File: src/design/twb_pkg.sv
// Shared constants and types for the two-wire bus master controller
package twb_pkg;

  ////////////////////////////////////////////////////////////////////////////
  // Timing: system clock and fastest allowed bus clock
  localparam int CLK_NS = 40;
  localparam int SCL_MAX_KHZ = 400;
  localparam int SCL_PERIOD_NS = 1000000 / SCL_MAX_KHZ;
  // Quarter period is a least time, so it rounds up to whole cycles
  localparam int QTR_CYC_INT = (SCL_PERIOD_NS / 4 + CLK_NS - 1) / CLK_NS;
  localparam logic [4:0] QTR_CYC = 5'(QTR_CYC_INT);

  ////////////////////////////////////////////////////////////////////////////
  // Packet layout: eight payload bits then one acknowledge bit
  localparam logic [3:0] ACK_BIT_IDX = 4'h8;
  localparam logic [3:0] PKT_EDGES = 4'h9;
  localparam logic [6:0] GEN_CALL_ADDR = 7'h00;
  localparam logic [3:0] RSV_ADDR_HI = 4'hf;
  localparam logic RW_READ = 1'b1;

  ////////////////////////////////////////////////////////////////////////////
  // Phase codes within one bit, start or stop sequence
  localparam logic [1:0] PH_LOW = 2'h0;
  localparam logic [1:0] PH_DATA = 2'h1;
  localparam logic [1:0] PH_RISE = 2'h2;
  localparam logic [1:0] PH_HIGH = 2'h3;

  // Controller states
  typedef enum logic [3:0] {
    ST_IDLE = 4'h1,
    ST_START = 4'h2,
    ST_BIT = 4'h4,
    ST_STOP = 4'h8
  } twb_state_t;

  // User commands
  typedef enum logic [1:0] {
    OP_START = 2'h0,
    OP_WRITE = 2'h1,
    OP_READ = 2'h2,
    OP_STOP = 2'h3
  } twb_op_t;

  // Whole state of the master
  typedef struct packed {
    twb_state_t st;
    logic [1:0] ph;
    logic [4:0] tmr;
    logic [3:0] bitn;
    logic [7:0] shreg;
    logic rd;
    logic ack_tx;
    logic scl_oe;
    logic sda_oe;
    logic own;
    logic data_seen;
    logic busy;
    logic scl_d;
    logic sda_d;
    logic rsp_valid;
    logic [7:0] rsp_data;
    logic rsp_nack;
    logic arb_lost;
    logic cmd_err;
  } twb_regs_t;

  localparam twb_regs_t REGS_RST = '{st: ST_IDLE, scl_d: 1'b1, sda_d: 1'b1,
                                     default: '0};

  // State of the two-stage input synchroniser
  typedef struct packed {
    logic [1:0] meta;
    logic [1:0] sync;
  } twb_sync_regs_t;

  localparam twb_sync_regs_t SYNC_RST = '{meta: 2'h3, sync: 2'h3};

endpackage

File: src/design/twb_sync.sv
// Two-flop synchroniser for the bus clock and data lines
`timescale 1ns/1ps
`default_nettype none

module twb_sync (
  // Clock and reset
  input wire logic core_clk,
  input wire logic arst_n,
  // Raw line levels
  input wire logic scl_in,
  input wire logic sda_in,
  // Synchronised levels
  output logic scl_s,
  output logic sda_s
);

  twb_pkg::twb_sync_regs_t r_reg;
  twb_pkg::twb_sync_regs_t r_next;

  // First stage feeds only the second stage, never any logic
  always_comb begin
    r_next = r_reg;
    r_next.meta = {scl_in, sda_in};
    r_next.sync = r_reg.meta;
  end

  // Lines idle high, so reset to the released level
  always_ff @(posedge core_clk or negedge arst_n) begin
    if (!arst_n) begin
      r_reg <= twb_pkg::SYNC_RST;
    end else begin
      r_reg <= r_next;
    end
  end

  assign scl_s = r_reg.sync[1];
  assign sda_s = r_reg.sync[0];

endmodule

`default_nettype wire

File: src/design/twb_master.sv
// Two-wire bus master: start, stop, byte transfer, acknowledge, arbitration
`timescale 1ns/1ps
`default_nettype none

// Overview of operation
// Each bit gets exactly one clock pulse; the master makes the pulse.
// Data changes only while the clock is low, except start and stop.
// Start and stop are data edges made while the clock is high.
// Only the owning master starts or ends a transfer.
// Bus is busy from a start until the next stop; no seizing it.
// Repeated start keeps the bus; it stays busy until the next stop.
// Address packet is nine clocks: seven address, direction, acknowledge.
// Direction one means read, zero means write.
// Addressed slave pulls data low in the ninth clock.
// Busy or unwilling slave leaves data high for not-acknowledge.
// After not-acknowledge the master sends stop or repeated start; this master does not refuse a write or read after one.
// Address byte goes most significant bit first.
// Address zero is the general call, not a slave address.
// General call with write is acknowledged by enabled slaves.
// Never send the general call address with a read bit.
// Addresses 1111xxx are reserved and not to be used.
// Lines are only pulled low or released; wired-AND level.
// Device holds a programmable seven-bit address and general call; this master holds no own address and does not answer a general call.
// Device may be master or slave and joins arbitration; this design is master only, with no slave mode.
// Bus clock runs at most 400 kHz.
// Data packet is eight bits, msb first, then receiver acknowledge.
// Receiver not-acknowledges its last byte by leaving data high.
// Never send a start directly followed by a stop.
// A slave may hold the clock low; high time counts from the rise.
// Line inputs are synchronised before edge detection.
module twb_master (
  // Clock and reset
  input wire logic core_clk,
  input wire logic arst_n,
  // Command port
  input wire logic cmd_valid,
  output logic cmd_ready,
  input wire logic [1:0] cmd_op,
  input wire logic [7:0] cmd_data,
  input wire logic cmd_nack,
  output logic cmd_err,
  // Response port
  output logic rsp_valid,
  output logic [7:0] rsp_data,
  output logic rsp_nack,
  output logic arb_lost,
  // Bus status
  output logic bus_busy,
  output logic bus_owned,
  // Clock line, open drain
  input wire logic scl_i,
  output logic scl_o,
  output logic scl_oe,
  // Data line, open drain
  input wire logic sda_i,
  output logic sda_o,
  output logic sda_oe
);

  twb_pkg::twb_regs_t r_reg;
  twb_pkg::twb_regs_t r_next;
  logic scl_s;
  logic sda_s;
  logic start_det;
  logic stop_det;
  logic cmd_take;
  logic refuse;
  logic tx_bit;

  ////////////////////////////////////////////////////////////////////////////
  // Decide whether a command breaks the bus protocol
  function automatic logic cmd_refused(input logic [1:0] op,
                                       input logic [7:0] data,
                                       input logic busy,
                                       input logic own,
                                       input logic seen);
    logic bad;
    bad = 1'b0;
    if (op == twb_pkg::OP_START) begin
      bad = busy && !own;
    end else if (op == twb_pkg::OP_STOP) begin
      bad = !own || !seen;
    end else if (!own) begin
      bad = 1'b1;
    end else if (!seen) begin
      // First byte after a start is the address packet
      bad = (op == twb_pkg::OP_READ) ||
            (data[7:1] == twb_pkg::GEN_CALL_ADDR &&
             data[0] == twb_pkg::RW_READ) ||
            (data[7:4] == twb_pkg::RSV_ADDR_HI);
    end
    return bad;
  endfunction

  ////////////////////////////////////////////////////////////////////////////
  // Line inputs pass two flops before anything looks at them
  twb_sync u_sync (
    .core_clk(core_clk),
    .arst_n(arst_n),
    .scl_in(scl_i),
    .sda_in(sda_i),
    .scl_s(scl_s),
    .sda_s(sda_s)
  );

  // Start and stop seen on the bus, whoever made them
  assign start_det = r_reg.scl_d && scl_s && r_reg.sda_d && !sda_s;
  assign stop_det = r_reg.scl_d && scl_s && !r_reg.sda_d && sda_s;

  assign cmd_ready = (r_reg.st == twb_pkg::ST_IDLE);
  assign cmd_take = cmd_valid && cmd_ready;
  assign refuse = cmd_refused(cmd_op, cmd_data, r_reg.busy, r_reg.own,
                              r_reg.data_seen);

  // Level this master wants on data for the current bit
  always_comb begin
    if (r_reg.bitn != twb_pkg::ACK_BIT_IDX) begin
      tx_bit = r_reg.rd ? 1'b1 : r_reg.shreg[7];
    end else begin
      tx_bit = r_reg.rd ? r_reg.ack_tx : 1'b1;
    end
  end

  ////////////////////////////////////////////////////////////////////////////
  // Next-state logic for the whole master
  always_comb begin
    r_next = r_reg;
    r_next.rsp_valid = 1'b0;
    r_next.arb_lost = 1'b0;
    r_next.cmd_err = 1'b0;
    r_next.scl_d = scl_s;
    r_next.sda_d = sda_s;
    // Busy tracking; a repeated start simply keeps it set
    if (start_det) begin
      r_next.busy = 1'b1;
    end else if (stop_det) begin
      r_next.busy = 1'b0;
    end
    case (r_reg.st)
      twb_pkg::ST_IDLE: begin
        if (cmd_take && refuse) begin
          r_next.cmd_err = 1'b1;
        end else if (cmd_take) begin
          r_next.ph = twb_pkg::PH_LOW;
          r_next.tmr = twb_pkg::QTR_CYC;
          case (cmd_op)
            twb_pkg::OP_START: begin
              // Release data first; the clock is still held if owned
              r_next.st = twb_pkg::ST_START;
              r_next.sda_oe = 1'b0;
            end
            twb_pkg::OP_STOP: begin
              // Clock is low here, so pulling data low is legal
              r_next.st = twb_pkg::ST_STOP;
              r_next.sda_oe = 1'b1;
            end
            default: begin
              r_next.st = twb_pkg::ST_BIT;
              r_next.bitn = '0;
              r_next.rd = (cmd_op == twb_pkg::OP_READ);
              r_next.shreg = cmd_data;
              r_next.ack_tx = cmd_nack;
            end
          endcase
        end
      end
      default: begin
        if (r_reg.ph == twb_pkg::PH_RISE && !scl_s) begin
          // Clock held low by a slave: high time starts at the rise
          r_next.tmr = twb_pkg::QTR_CYC;
        end else if (r_reg.tmr != '0) begin
          r_next.tmr = r_reg.tmr - 5'h01;
        end else begin
          r_next.tmr = twb_pkg::QTR_CYC;
          r_next.ph = r_reg.ph + 2'h1;
          case (r_reg.ph)
            twb_pkg::PH_LOW: begin
              // Data moves only in the low half of the clock
              if (r_reg.st == twb_pkg::ST_BIT) begin
                r_next.sda_oe = !tx_bit;
              end
            end
            twb_pkg::PH_DATA: begin
              r_next.scl_oe = 1'b0;
            end
            twb_pkg::PH_RISE: begin
              if (r_reg.st == twb_pkg::ST_START) begin
                r_next.sda_oe = 1'b1;
              end else if (r_reg.st == twb_pkg::ST_STOP) begin
                r_next.sda_oe = 1'b0;
              end else if (r_reg.bitn == twb_pkg::ACK_BIT_IDX) begin
                r_next.rsp_nack = sda_s;
              end else if (!r_reg.rd && !r_reg.sda_oe && !sda_s) begin
                // Released a one but saw a zero: another master won
                r_next.st = twb_pkg::ST_IDLE;
                r_next.scl_oe = 1'b0;
                r_next.sda_oe = 1'b0;
                r_next.own = 1'b0;
                r_next.arb_lost = 1'b1;
              end else begin
                r_next.shreg = {r_reg.shreg[6:0], sda_s};
              end
            end
            default: begin
              if (r_reg.st == twb_pkg::ST_STOP) begin
                r_next.st = twb_pkg::ST_IDLE;
                r_next.own = 1'b0;
              end else begin
                // Hold the clock low so the bus stays ours
                r_next.scl_oe = 1'b1;
                if (r_reg.st == twb_pkg::ST_START) begin
                  r_next.st = twb_pkg::ST_IDLE;
                  r_next.own = 1'b1;
                  r_next.data_seen = 1'b0;
                end else if (r_reg.bitn == twb_pkg::ACK_BIT_IDX) begin
                  r_next.st = twb_pkg::ST_IDLE;
                  r_next.rsp_valid = 1'b1;
                  r_next.rsp_data = r_reg.shreg;
                  r_next.data_seen = 1'b1;
                end else begin
                  r_next.bitn = r_reg.bitn + 4'h1;
                end
              end
            end
          endcase
        end
      end
    endcase
  end

  // State register
  always_ff @(posedge core_clk or negedge arst_n) begin
    if (!arst_n) begin
      r_reg <= twb_pkg::REGS_RST;
    end else begin
      r_reg <= r_next;
    end
  end

  ////////////////////////////////////////////////////////////////////////////
  // Outputs; the drivers only ever pull low
  assign scl_o = 1'b0;
  assign sda_o = 1'b0;
  assign scl_oe = r_reg.scl_oe;
  assign sda_oe = r_reg.sda_oe;
  assign bus_busy = r_reg.busy;
  assign bus_owned = r_reg.own;
  assign rsp_valid = r_reg.rsp_valid;
  assign rsp_data = r_reg.rsp_data;
  assign rsp_nack = r_reg.rsp_nack;
  assign arb_lost = r_reg.arb_lost;
  assign cmd_err = r_reg.cmd_err;

  ////////////////////////////////////////////////////////////////////////////
  // Helper: clock rises seen during one byte, for the checks below
  logic [3:0] rise_cnt;
  always_ff @(posedge core_clk or negedge arst_n) begin
    if (!arst_n) begin
      rise_cnt <= '0;
    end else if (cmd_take) begin
      rise_cnt <= '0;
    end else if (scl_s && !r_reg.scl_d && r_reg.st == twb_pkg::ST_BIT) begin
      rise_cnt <= rise_cnt + 4'h1;
    end
  end
endmodule

`default_nettype wire

File: config.mk
export PLATFORM = sky130hd
export DESIGN_NAME = twb_master
export DESIGN_NICKNAME = d
export VERILOG_FILES = /design/src/design/twb_pkg.sv /design/src/design/twb_sync.sv /design/src/design/twb_master.sv
export SDC_FILE = /design/constraint.sdc
export NUM_CORES = 1
export LEC_CHECK = 0
export ABC_AREA = 1
export ABC_CLOCK_PERIOD_IN_PS = 2100
export BUFFER_PORTS_ARGS = -buffer_cell sky130_fd_sc_hd__buf_2
export CAP_MARGIN = 15
export CORE_UTILIZATION = 60
export CTS_BUF_LIST = sky130_fd_sc_hd__clkbuf_8
export DETAILED_ROUTE_END_ITERATION = 10
export HOLD_SLACK_MARGIN = 0.05
export MAX_ROUTING_LAYER = met4
export PLACE_DENSITY = 0.87
export SKIP_CTS_REPAIR_TIMING = 1
export SKIP_LAST_GASP = 1
export SLEW_MARGIN = 5
export SYNTH_ARGS = -nofsm -noshare
export SYNTH_HDL_FRONTEND = slang
export SYNTH_HIERARCHICAL = 1
export SYNTH_SLANG_ARGS = --single-unit
File: constraint.sdc
create_clock -name core_clk -period 2.1 [get_ports core_clk]
set_input_delay 0.42 -clock core_clk [delete_from_list [all_inputs] [get_ports core_clk]]
set_output_delay 0.42 -clock core_clk [all_outputs]
set_load 0.005 [all_outputs]
==> metrics.md <==
| Metric | Value |
|---|---|
| CP Data Arrival Time | between 2 and 2.5 ns |
| Setup violations, final | 0 |
| Post-Syn Area | about 2800 sq um |
| Asr flop ratio synth | 100% |
| Status | finished, final reports clean |
| Most frequent cells in the layout | 149 x nand2_1, 41 x dfrtp_1, 34 x inv_1 |
| Largest net degree at the start of global routing | 28 |
| Peak VDD IR | roughly 0.00064 V |
| Startpoint types | flip-flop |
| Ports | 35 |
| Final Net Count | 432 |
| YS warnings | 6 |
| Fmax | around 520 MHz |
| Slowest stage delay, CP | 0.41 ns |
| Max Slew Vio Count | 0 |
| Die W | 70.2 um |
| Area growth, synth to finish | 11.8% |
| Post-synthesis register bit count | 48 |
| Storage element area | 1210 sq um |
| Starting Density | 63.2% |
| Max Fanout on Critical Path | 9 |
| Area of the multi-input gates | 1320 sq um |
| Clock Tree Root | clkbuf_8 |
| Global-route wire length before repair | 10,300 um |
| Ant. Diodes | 0 |
| Area of the core | 4410 sq um |
| Synth top area share | 36.8% |
| Wirelength per Cell | 12.9 um |
| Vias in the first global route | about 2,200 |
| TritonCTS Buffers | 5 |
| Floorplan row count | 24 |
| Most common library cell in the layout ignoring fill and taps | nand2_1 |
| Die area | 4920 sq um |
| Routed vias | between 2,000 and 2,500 |
| Clk_lat worst skew | between 0.3 and 0.4 ns |
| CP required | 2.30 ns |
| H-tree Lvls | 2 |
| Seq/Total Area, Yosys | 43.4% |
| Ys flop type | dfrtp_1 |
| DRC | 0 |
| HP Class | in -> async |
| Detail Route Antenna Nets | 0 |
| Gate count of the mapped netlist | 370 |
| Fill cells | 341 |
| Critical-path top delay cell | dfrtp_1 |
| Count of input and output buffers | 32 |
| Max reg flops | 28 |
| Cell taking the most area after synthesis | dfrtp_1 |
| Total Power | 0.00175 W |
| Slew headroom | 65.1% |
| Mapped Avg Cell Area | roughly 7.5 sq um |
| Avg Vias per Cell | between 5 and 6 |
| RSZ-0062 raised after global routing | false |
| WL final | 5900 um |
| Synth area leaders | dfrtp_1 37%, nand2_1 20%, dfstp_2 6.6%, ha_1 4.9%, inv_1 4.7% |
| Share of cells above drive strength 1 | 20.4% |
| Total grt overflow | 0 |
| Setup_tns | 0 ns |
| 1st-pass router iterations | 4 |
| Setup CP Type | reg -> reg |
| Fin Hold WS | 0.0699 ns |
| Dpl ws | 0.142 ns |
| Gr usage total | 27.3% |
| Cell family with most CP delay | simple AND/OR/NAND/NOR gates |
| CP cell instances | inv_1 > ha_1 > inv_2 > nor2_2 > inv_2 > nand2_2 > nor2_4 > inv_2 > nand2_4 > nand2_8 > clkinv_4 > nand2_1 > nand2_1 |
| P_leak | about 1.7 nW |
| Antenna violations before repair | 0 |
| Maxcap violations | 0 |
| Buf/Inv on CP | 5 |
| Critical Path End Type | flip-flop |
| Die H | about 70 um |
| Min cycle time layout | 1.92 ns |
| Initial drt markers | 171 |
| Post-route setup slack | 0.176 ns |
| Final period util | 91.6% |
| PwrDens | 562 nW/um^2 |
| Clock skew | 0.00839 ns |
| Clk sinks | between 40 and 50 |
| Placer congestion estimate | 0.915 |
| Yosys cell types | 35 |
| Clk pin slew, worst setup/hold paths | 0.09 ns |
| Worst-Margin Slew | 0.520 ns |
| Final core utilization | 70.6% |
| CTS tree | built |
| Post-synth EDFFs | 0 |
| Critical Path Most Common Cell | inv_2 |
| Final Hold Fails | 0 |
| HPWL Detailed | 4340 um |
| CTS Buffer Depth | 2 |
-- layout make-up --
type | instances | area share (%)
multi-input combinational | 266 | 42.5
sequential | 48 | 38.8
timing repair buffer | 40 | 7.47
inverter | 44 | 5.54
clock buffer | 5 | 2.21
tap | 52 | 2.09
clock inverter | 3 | 1.37
-- where the power goes --
group / switching, W / internal [W]
Sequential: 0.0000117 / 0.000942
Combinational: 0.0000810 / 0.0000442
Clock: 0.000319 / 0.000353
-- synth_stat cells (3+ instances only) --
| cell type | n |
|---|---|
| nand3_1 | 16 |
| nand3b_1 | 3 |
| inv_2 | 6 |
| nor2_4 | 3 |
| nand2_2 | 4 |
| buf_2 | 3 |
| o21ai_0 | 16 |
| buf_4 | 10 |
| nor3_1 | 10 |
| nand4_1 | 4 |
| dfstp_2 | 7 |
| nor2_2 | 5 |
| inv_1 | 35 |
| dfrtp_1 | 41 |
| ha_1 | 11 |
| a21oi_1 | 3 |
| nand2_1 | 149 |
| nor2_1 | 22 |
| xor2_1 | 3 |
-- cell families (layout without fill, tap and decap cells) --
logic type,count (synthesis),count (layout),share of synthesized area (%)
AOI/OAI and AO/OA,24,24,4.58
xor gates and xnor gates,4,4,1.26
adders and majority gates,11,11,4.94
buffers and inverters,57,92,9.43
DFF,48,48,43.4
other,1,2,0.135
and+or+nand+nor,225,225,36.3
-- worst paths after layout --
path                             startpoint          endpoint  slack (ns)  cells past startpoint
hold / removal                       arst_n         r_reg[39]        0.07                      1
max in group asynchronous            arst_n         r_reg[40]        1.45                      2
hold reg to reg            u_sync/r_next[1]      u_sync/scl_s        0.36                      0
min in group core_clk                 sda_i  u_sync/r_next[0]        0.20                      1
setup reg to reg                  r_reg[38]         r_reg[23]        0.18                     13
setup / recovery                  r_reg[38]         r_reg[23]        0.18                     13
-- through the flow --
step,cell area (sq um),std cells
finish,3120,458
global route,3120,458
CTS,3100,456
detailed placement,2980,448
global placement,2980,448
floorplan,2790,371
-- routing by layer --
layer | GRT usage, % | wire length [um]
met1 | 37.9 | 2830
met2 | 41.8 | 2700
met3 | 5.19 | 294
met4 | 6.89 | 68
met5 | - | 0
Power figures use the tool's default switching activity.
